## config.mk

```make
export PLATFORM = sky130hd
export DESIGN_NAME = uartdp_top
export DESIGN_NICKNAME = d
export VERILOG_FILES = /design/src/hdl/uartdp_pkg.sv /design/src/hdl/uartdp_top.sv /design/src/hdl/uartdp_fifo.sv
export VERILOG_INCLUDE_DIRS = /design/src /design/src/hdl
export SDC_FILE = /design/constraint.sdc
export NUM_CORES = 2
export LEC_CHECK = 0
export BUFFER_PORTS_ARGS = -buffer_cell sky130_fd_sc_hd__buf_2
export CAP_MARGIN = 20
export CORE_ASPECT_RATIO = 1.2
export CORE_MARGIN = 2
export CORE_UTILIZATION = 60
export DETAILED_ROUTE_END_ITERATION = 8
export PLACE_DENSITY = 0.76
export SYNTH_ARGS = -nofsm -noshare
export SYNTH_HDL_FRONTEND = slang
export SYNTH_SLANG_ARGS = --single-unit
```

## constraint.sdc

```tcl
create_clock -name core_clk_i -period 23.2 [get_ports core_clk_i]
set_clock_uncertainty 0.2 [all_clocks]
set_input_delay 0 -clock core_clk_i [delete_from_list [all_inputs] [get_ports core_clk_i]]
set_output_delay 0 -clock core_clk_i [all_outputs]
set_load 0.005 [all_outputs]
```

## src/hdl/uartdp_regs.svh

```systemverilog
// Field positions, codes and timing counts of the UART channel datapath
`ifndef UARTDP_REGS_SVH
`define UARTDP_REGS_SVH
// Storage sizes
`define UDP_FIFO_DEPTH 128
`define UDP_TX_W 8
`define UDP_RX_W 11
`define UDP_CNT_W 8
// Bit timing at 16 samples per bit
`define UDP_OVS_LAST 4'hF
`define UDP_MID_START 4'h7
`define UDP_IR_PULSE 4'h3
`define UDP_IR_HOLD 5'h10
`define UDP_MIN_BITS 3'h4
`define UDP_TO_CHARS 12'h004
`define UDP_TO_BITS 12'h00C
`define UDP_TO_SHIFT 4
// Fifo control / line control fields
`define UDP_FCR_EN 0
`define UDP_LCR_STOP 2
`define UDP_LCR_PEN 3
`define UDP_LCR_EVEN 4
`define UDP_LCR_FORCE 5
// Interrupt enable fields
`define UDP_IER_RX 0
`define UDP_IER_THR 1
`define UDP_IER_LS 2
// Modem control fields
`define UDP_MCR_DTR 0
`define UDP_MCR_RTS 1
`define UDP_MCR_LOOP 4
// Enhanced multifunction fields
`define UDP_EMF_AUTO 4
`define UDP_EMF_INV 5
`define UDP_EMF_AAD 6
`define UDP_EMF_MDROP 7
// Infrared control fields
`define UDP_IRC_RXIDLE 0
`define UDP_IRC_TXIDLE 1
`define UDP_IRC_EN 4
// Line status fields
`define UDP_LSR_DR 0
`define UDP_LSR_OE 1
`define UDP_LSR_PE 2
`define UDP_LSR_FE 3
`define UDP_LSR_BI 4
`define UDP_LSR_THRE 5
`define UDP_LSR_TEMT 6
// Receive entry tag positions
`define UDP_TAG_PE 8
`define UDP_TAG_FE 9
`define UDP_TAG_BI 10
// Interrupt status codes, bit 0 high means nothing pending
`define UDP_ISR_NONE 4'h1
`define UDP_ISR_LS 4'h6
`define UDP_ISR_RX 4'h4
`define UDP_ISR_TO 4'hC
`define UDP_ISR_THR 4'h2
`endif

```

## src/hdl/uartdp_pkg.sv

```systemverilog
// Types shared by the UART channel datapath
package uartdp_pkg;
  typedef enum logic [2:0] {
    UDP_IDLE = 3'b000,
    UDP_START = 3'b001,
    UDP_DATA = 3'b010,
    UDP_PARITY = 3'b011,
    UDP_STOP = 3'b100
  } uartdp_ser_state_t;
endpackage : uartdp_pkg

```

## src/hdl/uartdp_top.sv

```systemverilog
// UART channel serial datapath: transmit path, receive path, IR, RS-485, loopback
// Summary of operation
// - Send start, data LSB first, parity, stop
// - FIFO mode: holding writes queue 128 bytes
// - Non-FIFO: holding-empty sets on shifter load
// - FIFO mode: holding-empty set while FIFO empty
// - Holding-empty interrupt only when enabled
// - Transmitter-empty once shifter and FIFO empty
// - Start bit rechecked low after 8 samples
// - Data and stop sampled at bit centre
// - Entries carry three tags shown for head
// - Data-ready interrupt per char or trigger
// - Timeout after 4 words plus 12 bits
// - Auto direction drops after last stop
// - Auto direction rises first, polarity selectable
// - Multidrop: parity position is address flag
// - Auto address drops unmatched address and data
// - Matched address stored tagged, line interrupt
// - IR encoder: 3/16 pulse per zero
// - IR enable and idle level controls
// - IR light pulse decodes as zero
// - Loopback: tx into rx, outputs held idle except IR out
// - Reset returns registers and outputs to defaults
// - 16x sampling tick from divisor
`timescale 1ns/1ps
`include "uartdp_regs.svh"
module uartdp_top (
  // Clock and reset
  input wire logic core_clk_i,
  input wire logic rst_i,
  // Host data port
  input wire logic thr_wr_i,
  input wire logic [7:0] thr_data_i,
  output logic tx_holding_ready_o,
  input wire logic rhr_rd_i,
  output logic [7:0] rx_holding_o,
  input wire logic lsr_rd_i,
  // Configuration levels
  input wire logic [7:0] fifo_control_i,
  input wire logic [7:0] line_control_i,
  input wire logic [7:0] interrupt_enable_i,
  input wire logic [7:0] modem_control_i,
  input wire logic [7:0] multifunction_i,
  input wire logic [7:0] ir_control_i,
  input wire logic [7:0] slave_addr_i,
  input wire logic [15:0] divisor_i,
  input wire logic [7:0] rx_trigger_i,
  // Status
  output logic [7:0] line_status_o,
  output logic [3:0] interrupt_status_o,
  output logic irq_o,
  // Serial side
  input wire logic rx_i,
  output logic tx_o,
  input wire logic ir_rx_in_i,
  output logic ir_tx_out_o,
  output logic direction_out_o,
  output logic dtr_o,
  // Modem inputs
  input wire logic cts_i,
  input wire logic dsr_i,
  input wire logic carrier_in_i,
  input wire logic ring_in_i,
  output logic [3:0] modem_status_o
);
  // Index of the last data bit for the word length field
  function automatic logic [2:0] last_bit(input logic [7:0] line_control);
    last_bit = {1'b0, line_control[1:0]} + `UDP_MIN_BITS;
  endfunction : last_bit

  // Parity or address bit for a character
  function automatic logic par_of(input logic [7:0] d, input logic [7:0] line_control, input logic md);
    logic [7:0] m;
    m = 8'hFF >> (2'h3 - line_control[1:0]);
    if (md) par_of = line_control[`UDP_LCR_EVEN];
    else if (line_control[`UDP_LCR_FORCE]) par_of = ~line_control[`UDP_LCR_EVEN];
    else par_of = (^(d & m)) ^ ~line_control[`UDP_LCR_EVEN];
  endfunction : par_of

  logic fifo_en;
  logic loop_en;
  logic ir_en;
  logic mdrop;
  logic aad_en;
  logic auto_en;
  assign fifo_en = fifo_control_i[`UDP_FCR_EN];
  assign loop_en = modem_control_i[`UDP_MCR_LOOP];
  assign ir_en = ir_control_i[`UDP_IRC_EN];
  assign mdrop = multifunction_i[`UDP_EMF_MDROP];
  assign aad_en = multifunction_i[`UDP_EMF_AAD] && mdrop;
  assign auto_en = multifunction_i[`UDP_EMF_AUTO];

  // Sampling tick; divisor of zero behaves as one
  logic [15:0] div_cnt_r;
  logic [15:0] div_last;
  logic tick;
  assign div_last = (divisor_i == 16'h0000) ? 16'h0000 : divisor_i - 16'h0001;
  assign tick = (div_cnt_r >= div_last);
  always_ff @(posedge core_clk_i) begin
    if (rst_i || tick) div_cnt_r <= 16'h0000;
    else div_cnt_r <= div_cnt_r + 16'h0001;
  end

  // Transmit FIFO; non-FIFO mode caps it at one entry
  logic tx_in_ready;
  logic tx_out_valid;
  logic tx_pop;
  logic tx_push;
  logic [7:0] tx_head;
  logic [`UDP_CNT_W-1:0] tx_count;
  logic tx_accept;
  assign tx_accept = tx_in_ready && (fifo_en || tx_count == '0);
  assign tx_push = thr_wr_i && tx_accept;
  uartdp_fifo #(.WIDTH(`UDP_TX_W), .DEPTH(`UDP_FIFO_DEPTH)) u_tx_fifo (
    .clk_i(core_clk_i),
    .rst_i(rst_i),
    .in_valid_i(tx_push),
    .in_ready_o(tx_in_ready),
    .in_data_i(thr_data_i),
    .out_valid_o(tx_out_valid),
    .out_ready_i(tx_pop),
    .out_data_o(tx_head),
    .count_o(tx_count)
  );

  // Transmit shifter state
  uartdp_pkg::uartdp_ser_state_t tx_state_r;
  logic [3:0] tx_cnt_r;
  logic [2:0] tx_bit_r;
  logic [7:0] tx_shifter_r;
  logic tx_par_r;
  logic tx_stop2_r;
  logic dir_act_r;
  logic tx_line;
  logic tx_bit_end;

  // Auto direction must already be up one cycle before a byte is taken
  assign tx_pop = (tx_state_r == uartdp_pkg::UDP_IDLE) && tx_out_valid
                  && (!auto_en || dir_act_r);
  assign tx_bit_end = tick && (tx_cnt_r == `UDP_OVS_LAST);

  always_ff @(posedge core_clk_i) begin
    if (rst_i) begin
      tx_state_r <= uartdp_pkg::UDP_IDLE;
      tx_cnt_r <= 4'h0;
      tx_bit_r <= 3'h0;
      tx_shifter_r <= 8'h00;
      tx_par_r <= 1'b0;
      tx_stop2_r <= 1'b0;
    end else begin
      if (tick) tx_cnt_r <= tx_cnt_r + 4'h1;
      case (tx_state_r)
        uartdp_pkg::UDP_IDLE: begin
          if (tx_pop) begin
            tx_shifter_r <= tx_head;
            tx_par_r <= par_of(tx_head, line_control_i, mdrop);
            tx_cnt_r <= 4'h0;
            tx_state_r <= uartdp_pkg::UDP_START;
          end
        end
        uartdp_pkg::UDP_START: begin
          if (tx_bit_end) begin
            tx_bit_r <= 3'h0;
            tx_state_r <= uartdp_pkg::UDP_DATA;
          end
        end
        uartdp_pkg::UDP_DATA: begin
          if (tx_bit_end) begin
            tx_shifter_r <= {1'b0, tx_shifter_r[7:1]};
            tx_bit_r <= tx_bit_r + 3'h1;
            if (tx_bit_r == last_bit(line_control_i)) begin
              tx_stop2_r <= line_control_i[`UDP_LCR_STOP];
              tx_state_r <= (line_control_i[`UDP_LCR_PEN] || mdrop) ?
                            uartdp_pkg::UDP_PARITY : uartdp_pkg::UDP_STOP;
            end
          end
        end
        uartdp_pkg::UDP_PARITY: begin
          if (tx_bit_end) begin
            tx_stop2_r <= line_control_i[`UDP_LCR_STOP];
            tx_state_r <= uartdp_pkg::UDP_STOP;
          end
        end
        uartdp_pkg::UDP_STOP: begin
          if (tx_bit_end) begin
            if (tx_stop2_r) tx_stop2_r <= 1'b0;
            else tx_state_r <= uartdp_pkg::UDP_IDLE;
          end
        end
        default: tx_state_r <= uartdp_pkg::UDP_IDLE;
      endcase
    end
  end

  // Line level for the current bit
  always_comb begin
    case (tx_state_r)
      uartdp_pkg::UDP_START: tx_line = 1'b0;
      uartdp_pkg::UDP_DATA: tx_line = tx_shifter_r[0];
      uartdp_pkg::UDP_PARITY: tx_line = tx_par_r;
      default: tx_line = 1'b1;
    endcase
  end

  // Direction stays up while anything is queued or shifting
  always_ff @(posedge core_clk_i) begin
    if (rst_i) dir_act_r <= 1'b0;
    else dir_act_r <= (tx_state_r != uartdp_pkg::UDP_IDLE) || tx_out_valid;
  end

  // IR decoder: stretch each light pulse for a bit time so the centre sample sees it
  logic ir_pulse;
  logic [4:0] ir_hold_r;
  logic ir_dec;
  assign ir_pulse = ir_rx_in_i ^ ir_control_i[`UDP_IRC_RXIDLE];
  assign ir_dec = !(ir_pulse || ir_hold_r != 5'h00);
  always_ff @(posedge core_clk_i) begin
    if (rst_i) ir_hold_r <= 5'h00;
    else if (ir_pulse) ir_hold_r <= `UDP_IR_HOLD;
    else if (tick && ir_hold_r != 5'h00) ir_hold_r <= ir_hold_r - 5'h01;
  end

  // Receive input select; rx pin is ignored in loopback
  logic rx_src;
  logic rx_prev_r;
  always_comb begin
    if (loop_en) rx_src = tx_line;
    else if (ir_en) rx_src = ir_dec;
    else rx_src = rx_i;
  end

  // Receive shifter state
  uartdp_pkg::uartdp_ser_state_t rx_state_r;
  logic [3:0] rx_cnt_r;
  logic [2:0] rx_bit_r;
  logic [7:0] rx_shifter_r;
  logic rx_par_r;
  logic addr_ok_r;
  logic rx_done;
  logic rx_mid;
  assign rx_mid = tick && (rx_cnt_r == `UDP_OVS_LAST);

  always_ff @(posedge core_clk_i) begin
    if (rst_i) rx_prev_r <= 1'b1;
    else rx_prev_r <= rx_src;
  end

  always_ff @(posedge core_clk_i) begin
    if (rst_i) begin
      rx_state_r <= uartdp_pkg::UDP_IDLE;
      rx_cnt_r <= 4'h0;
      rx_bit_r <= 3'h0;
      rx_shifter_r <= 8'h00;
      rx_par_r <= 1'b0;
    end else begin
      if (tick) rx_cnt_r <= rx_cnt_r + 4'h1;
      case (rx_state_r)
        uartdp_pkg::UDP_IDLE: begin
          if (rx_prev_r && !rx_src) begin
            rx_cnt_r <= 4'h0;
            rx_shifter_r <= 8'h00;
            rx_par_r <= 1'b0;
            rx_state_r <= uartdp_pkg::UDP_START;
          end
        end
        uartdp_pkg::UDP_START: begin
          if (tick && rx_cnt_r == `UDP_MID_START) begin
            rx_cnt_r <= 4'h0;
            rx_bit_r <= 3'h0;
            // A glitch that is high again at mid-bit is no start
            rx_state_r <= rx_src ? uartdp_pkg::UDP_IDLE : uartdp_pkg::UDP_DATA;
          end
        end
        uartdp_pkg::UDP_DATA: begin
          if (rx_mid) begin
            rx_shifter_r[rx_bit_r] <= rx_src;
            rx_bit_r <= rx_bit_r + 3'h1;
            if (rx_bit_r == last_bit(line_control_i)) begin
              rx_state_r <= (line_control_i[`UDP_LCR_PEN] || mdrop) ?
                            uartdp_pkg::UDP_PARITY : uartdp_pkg::UDP_STOP;
            end
          end
        end
        uartdp_pkg::UDP_PARITY: begin
          if (rx_mid) begin
            rx_par_r <= rx_src;
            rx_state_r <= uartdp_pkg::UDP_STOP;
          end
        end
        uartdp_pkg::UDP_STOP: begin
          if (rx_mid) rx_state_r <= uartdp_pkg::UDP_IDLE;
        end
        default: rx_state_r <= uartdp_pkg::UDP_IDLE;
      endcase
    end
  end

  // Character completion and its tags
  logic is_addr;
  logic addr_match;
  logic keep;
  logic tag_pe;
  logic tag_fe;
  logic tag_bi;
  logic [10:0] rx_entry;
  assign rx_done = (rx_state_r == uartdp_pkg::UDP_STOP) && rx_mid;
  assign is_addr = mdrop && rx_par_r;
  assign addr_match = (rx_shifter_r == slave_addr_i);
  // Unmatched address and everything after it up to the next matching address is thrown away
  assign keep = !aad_en || (is_addr ? addr_match : addr_ok_r);
  assign tag_pe = mdrop ? rx_par_r :
                  (line_control_i[`UDP_LCR_PEN] &&
                   (rx_par_r != par_of(rx_shifter_r, line_control_i, 1'b0)));
  assign tag_fe = !rx_src;
  assign tag_bi = !rx_src && rx_shifter_r == 8'h00 && !rx_par_r;
  assign rx_entry = {tag_bi, tag_fe, tag_pe, rx_shifter_r};

  always_ff @(posedge core_clk_i) begin
    if (rst_i) addr_ok_r <= 1'b0;
    else if (rx_done && aad_en && is_addr) addr_ok_r <= addr_match;
  end

  // Receive FIFO; a full FIFO keeps its entries and flags overrun
  logic rx_in_ready;
  logic rx_out_valid;
  logic rx_push;
  logic rx_accept;
  logic rx_overrun;
  logic [10:0] rx_head;
  logic [`UDP_CNT_W-1:0] rx_count;
  assign rx_accept = rx_in_ready && (fifo_en || rx_count == '0);
  assign rx_push = rx_done && keep && rx_accept;
  assign rx_overrun = rx_done && keep && !rx_accept;
  uartdp_fifo #(.WIDTH(`UDP_RX_W), .DEPTH(`UDP_FIFO_DEPTH)) u_rx_fifo (
    .clk_i(core_clk_i),
    .rst_i(rst_i),
    .in_valid_i(rx_push),
    .in_ready_o(rx_in_ready),
    .in_data_i(rx_entry),
    .out_valid_o(rx_out_valid),
    .out_ready_i(rhr_rd_i),
    .out_data_o(rx_head),
    .count_o(rx_count)
  );

  // Sticky line events; a new event beats a same-cycle status read
  logic oe_r;
  logic addr_evt_r;
  always_ff @(posedge core_clk_i) begin
    if (rst_i) begin
      oe_r <= 1'b0;
      addr_evt_r <= 1'b0;
    end else begin
      oe_r <= rx_overrun || (oe_r && !lsr_rd_i);
      addr_evt_r <= (rx_push && aad_en && is_addr) || (addr_evt_r && !lsr_rd_i);
    end
  end

  // Receive timeout counts ticks of silence while data waits
  logic [11:0] to_cnt_r;
  logic [11:0] to_limit;
  logic to_flag_r;
  assign to_limit = (({9'h000, last_bit(line_control_i)} + 12'h001) * `UDP_TO_CHARS
                    + `UDP_TO_BITS) << `UDP_TO_SHIFT;
  always_ff @(posedge core_clk_i) begin
    if (rst_i) begin
      to_cnt_r <= 12'h000;
      to_flag_r <= 1'b0;
    end else begin
      if (rx_state_r != uartdp_pkg::UDP_IDLE || rhr_rd_i || !rx_out_valid) begin
        to_cnt_r <= 12'h000;
      end else if (tick && to_cnt_r != to_limit) begin
        to_cnt_r <= to_cnt_r + 12'h001;
      end
      // Set wins over the clear by a read in the same cycle
      if (rx_out_valid && to_cnt_r == to_limit) to_flag_r <= 1'b1;
      else if (rhr_rd_i || !rx_out_valid) to_flag_r <= 1'b0;
    end
  end

  // Status assembly
  logic thre;
  logic temt;
  logic rx_ready;
  logic [7:0] trig;
  logic [7:0] lsr_nxt;
  logic [3:0] isr_nxt;
  assign thre = (tx_count == '0);
  assign temt = thre && (tx_state_r == uartdp_pkg::UDP_IDLE);
  assign trig = (rx_trigger_i == 8'h00) ? 8'h01 : rx_trigger_i;
  assign rx_ready = fifo_en ? (rx_count >= trig) : rx_out_valid;

  always_comb begin
    lsr_nxt = 8'h00;
    lsr_nxt[`UDP_LSR_DR] = rx_out_valid;
    lsr_nxt[`UDP_LSR_OE] = oe_r;
    lsr_nxt[`UDP_LSR_PE] = rx_out_valid && rx_head[`UDP_TAG_PE];
    lsr_nxt[`UDP_LSR_FE] = rx_out_valid && rx_head[`UDP_TAG_FE];
    lsr_nxt[`UDP_LSR_BI] = rx_out_valid && rx_head[`UDP_TAG_BI];
    lsr_nxt[`UDP_LSR_THRE] = thre;
    lsr_nxt[`UDP_LSR_TEMT] = temt;
  end

  // Highest priority source wins the status code
  always_comb begin
    if (interrupt_enable_i[`UDP_IER_LS] &&
        (lsr_nxt[`UDP_LSR_BI:`UDP_LSR_OE] != 4'h0 || addr_evt_r)) begin
      isr_nxt = `UDP_ISR_LS;
    end else if (interrupt_enable_i[`UDP_IER_RX] && to_flag_r) begin
      isr_nxt = `UDP_ISR_TO;
    end else if (interrupt_enable_i[`UDP_IER_RX] && rx_ready) begin
      isr_nxt = `UDP_ISR_RX;
    end else if (interrupt_enable_i[`UDP_IER_THR] && thre) begin
      isr_nxt = `UDP_ISR_THR;
    end else begin
      isr_nxt = `UDP_ISR_NONE;
    end
  end

  // IR pulse in the first 3/16 of every low bit
  logic ir_mark;
  assign ir_mark = ir_en && !tx_line && (tx_cnt_r < `UDP_IR_PULSE);

  // Output stage; every output leaves from a flop
  always_ff @(posedge core_clk_i) begin
    if (rst_i) begin
      tx_o <= 1'b1;
      ir_tx_out_o <= 1'b0;
      direction_out_o <= 1'b0;
      dtr_o <= 1'b0;
      modem_status_o <= 4'h0;
      line_status_o <= 8'h00;
      interrupt_status_o <= `UDP_ISR_NONE;
      irq_o <= 1'b0;
      rx_holding_o <= 8'h00;
      tx_holding_ready_o <= 1'b0;
    end else begin
      tx_o <= loop_en ? 1'b1 : tx_line;
      ir_tx_out_o <= ir_control_i[`UDP_IRC_TXIDLE] ^ ir_mark;
      direction_out_o <= ((auto_en ? dir_act_r : modem_control_i[`UDP_MCR_RTS]) && !loop_en)
                         ^ (auto_en && multifunction_i[`UDP_EMF_INV]);
      dtr_o <= modem_control_i[`UDP_MCR_DTR] && !loop_en;
      modem_status_o <= loop_en ? 4'h0 : {carrier_in_i, ring_in_i, dsr_i, cts_i};
      line_status_o <= lsr_nxt;
      interrupt_status_o <= isr_nxt;
      irq_o <= (isr_nxt != `UDP_ISR_NONE);
      rx_holding_o <= rx_head[7:0];
      tx_holding_ready_o <= tx_accept;
    end
  end
endmodule : uartdp_top

```

## src/hdl/uartdp_fifo.sv

```systemverilog
// Parameterised first-word-fall-through FIFO with valid/ready on both sides
`timescale 1ns/1ps
module uartdp_fifo #(
  parameter int WIDTH = 8,
  parameter int DEPTH = 128
) (
  // Clock and reset
  input wire logic clk_i,
  input wire logic rst_i,
  // Fill side
  input wire logic in_valid_i,
  output logic in_ready_o,
  input wire logic [WIDTH-1:0] in_data_i,
  // Drain side
  output logic out_valid_o,
  input wire logic out_ready_i,
  output logic [WIDTH-1:0] out_data_o,
  // Occupancy
  output logic [$clog2(DEPTH):0] count_o
);
  localparam int AW = $clog2(DEPTH);
  logic [WIDTH-1:0] mem_r [DEPTH];
  logic [AW-1:0] wr_ptr_r;
  logic [AW-1:0] rd_ptr_r;
  logic [AW:0] count_r;
  logic push;
  logic pop;

  // Full refuses the write, so queued words are never overwritten
  assign in_ready_o = (count_r != (AW+1)'(DEPTH));
  assign out_valid_o = (count_r != '0);
  assign out_data_o = mem_r[rd_ptr_r];
  assign count_o = count_r;
  assign push = in_valid_i && in_ready_o;
  assign pop = out_valid_o && out_ready_i;

  // Storage, no reset needed since empty slots are never read
  always_ff @(posedge clk_i) begin
    if (push) begin
      mem_r[wr_ptr_r] <= in_data_i;
    end
  end

  // Pointers wrap explicitly so non power of two depths work
  always_ff @(posedge clk_i) begin
    if (rst_i) begin
      wr_ptr_r <= '0;
      rd_ptr_r <= '0;
    end else begin
      if (push) begin
        wr_ptr_r <= (wr_ptr_r == AW'(DEPTH - 1)) ? '0 : wr_ptr_r + 1'b1;
      end
      if (pop) begin
        rd_ptr_r <= (rd_ptr_r == AW'(DEPTH - 1)) ? '0 : rd_ptr_r + 1'b1;
      end
    end
  end

  // Occupancy count
  always_ff @(posedge clk_i) begin
    if (rst_i) begin
      count_r <= '0;
    end else begin
      case ({push, pop})
        2'b10: count_r <= count_r + 1'b1;
        2'b01: count_r <= count_r - 1'b1;
        default: count_r <= count_r;
      endcase
    end
  end
endmodule : uartdp_fifo

```

==> impl_metrics.ini <==
[outcome]
status = finished clean

[synth]
synth_most_common_cell = edfxtp_1
ys_seq_elements = 2597
synthCells = 5019
yosys-top-cells-area = edfxtp_1 (71%), mux4_2 (16%), dfxtp_1 (3.2%), nor2_1 (1.5%), mux2i_1 (0.73%)
synth_top_area_share_pct = 71.3
ys.warnings.count = 0
synth_edf_count = 2432
synth_seq_area_share_pct = 74.6
synth.distinct_cells = 76
yosys.area.top_type = edfxtp_1
synth_top_flop_cell = edfxtp_1
avgSynthCellArea_sq_um = 20.4
syn_nets = 5172
netlist_area_sq_um = 102000
synth-async-reset-ratio_pct = 0
synth_commonest_cells = edfxtp_1 (2,432), mux4_2 (730), nor2_1 (422), nand2_1 (170), dfxtp_1 (165)

[power]
p_leak_nw = 37.1
ir_drop_uv = 97.1
finalPower_mw = 10.0
p_per_area_nw_per_um2 = 87.8

[cts]
cts-root-buf = clkbuf_16
clkSinkCount = 2597
cts_tree = built
htreeDepth = 4
cts_buffers = 227
cts.clk_slew.worst_paths_ns = 0.07
clk_path_buf_depth = 3
clock_latency_ns = 0.89
cts_setup_buffers = 0

[finish]
final_layout_size_suffix_gt1_share_pct = 24.3
synthToLayoutAreaGrowth_pct = 11.7
fin_nets = 5472
fin_cells = 7786
design_area_sq_um = 114000

[placement]
dpl_cell_area_sq_um = 105000
gp_congestion = 0.859
hpwl_um = 136000
placed_cells = 7200
numPortBuffers = 99

[timing]
slew_headroom_pct = 19.0
final_max_slew_viol_count = 0
setup_viol = 0
post-route-period-util_pct = 30.9
fin_tns_setup_ns = 0
hold_viol = 0
fin_crit_ns = 7.17
tightest_slew_ns = 1.21
whs_ns = 0.00894
fmax_mhz = 140
rsz0062_at_grt = false

[setup_path]
crit_arrival_ns = 7.79
setup.worst_path.class = reg -> reg
crit_path_end_kind = flop
crit_path_start_kind = flop
worstPathMaxFanout = 90
required_ns = 23.82

[global_route]
grt_pass1_wl_um = 350000
grt_usage_pct = 27.4
antenna_found_initial = 6
grt_overflow = 0
grt_pass1_vias = 51800
grt_max_degree = 113

[floorplan]
fp.dieW_um = 381
core_sq_um = 170000
placementRows = 166
dieArea_sq_um = 174000
start_util_pct = 60.2
die_y_um = 456
io_pins = 129

[routing]
drc_errors = 0
wl_um = 238000
num_vias = 51300
drt-wirelength-per-cell_um = 30.5
ant_nets = 0
drt_first_pass_iters = 6
via_per_inst = 6.58
drt_iter0_drc = 6647

[hold_path]
worst_hold_path_type = in -> reg

[run]
drv_cap = 0
state kept, by name, indices dropped and copies added, names as in the netlist, 5 cells and up, named ones only:
signal              cells
rx_shifter_r            8
div_cnt_r              16
u_rx_fifo.count_o       8
u_rx_fifo.mem_r      1408
u_tx_fifo.wr_ptr_r      7
u_rx_fifo.wr_ptr_r      7
ir_hold_r               5
u_tx_fifo.rd_ptr_r      7
u_rx_fifo.rd_ptr_r      7
tx_shifter_r            8
to_cnt_r               12
u_tx_fifo.mem_r      1024
u_tx_fifo.count_o       8
rx_holding_o            8
line_status_o           7
through the flow:
stage / setup WS [ns] / utilization, %
6_report: 16.03 / 67.2
5_1_grt: 15.72 / 67.2
4_1_cts: 16.12 / 66.9
3_5_place_dp: 15.93 / 61.9
3_3_place_gp: 16.01 / 61.8
2_1_floorplan: 15.41 / -
cell usage in the layout (no fill, tap or decap), drive strengths merged, types with 61 or more instances in the layout:
master       Yosys  routed
a21oi           82      82
buf            123     230
clkbuf         135     286
clkinv           0      98
dfxtp          165     165
dlygate4sd3      0      99
edfxtp        2432    2432
inv             54      61
mux2i           75      75
mux4           734     734
nand2          170     170
nor2           422     422
o21ai           66      66
layout make-up:
cell class,count,area [sq um]
inverters,54,203
diodes,2,5.00
flip-flops and latches,2597,76400
clock inverters,140,1570
fillers,10200,55700
repair buffers,329,2730
multi-input cells,2110,24600
clock buffers,286,6020
well taps,2268,2840
final timing paths:
check | slack, ns | end | depth (start not counted) | startpoint
setup reg to reg | 16.03 | tx_par_r$_SDFFE_PP0P_ | 13 | flop
hold reg to reg | 0.25 | tx_shifter_r[6]$_SDFFE_PP0P_ | 2 | tx_shifter_r[7]$_SDFFE_PP0P_
setup / recovery | 16.03 | tx_par_r$_SDFFE_PP0P_ | 13 | flop
hold / removal | 0.009 | u_tx_fifo.mem_r[63][0]$_DFFE_PP_ | 3 | thr_data_i[0]
critical path: stages (launching register included):
cell and delay (ns):
dfxtp_4 0.69, buf_4 0.64, buf_12 0.60, buf_4 0.66, mux4_2 0.64, mux2i_1 0.38
a21oi_1 0.15, mux4_2 0.57, a211oi_2 0.50, xnor3_1 0.50, xnor2_1 0.35, nor2_1 0.14
a311oi_1 0.37, dlygate4sd3_1 0.60
metal layers:
metal  global-route usage [%]  vias up  part of all wire, %  wire, um
met5                        0        -               0.0080        19
met1                     35.5    26600                   35     83900
met3                     4.45      614                  8.2     19400
met2                     46.0     2873                   51    122000
met4                     12.9        4                  5.3     12700
li1                         -    21100                    -         -
cell families after synthesis:
kind of cell    after synthesis  synth area share, %
compound gates              278                 1.73
other cells                   1              0.00366
fa+ha+maj                    54                0.667
xor+xnor                    108                0.938
simple gates                854                 3.72
mux                         815                 17.0
buf+inv                     312                 1.41
flops                      2597                 74.6
power breakdown:
group | switching (mW) | internal [mW]
combinational | 0.591 | 0.421
sequential | 0.0438 | 5.16
clock | 1.70 | 2.13
repair_timing:
| item | CTS | global route |
|---|---|---|
| hold endpoints to repair | 1128 | 0 |
| gates resized for setup | 0 | 0 |
| hold buffers | 101 | 0 |
Power figures use the tool's default switching activity.
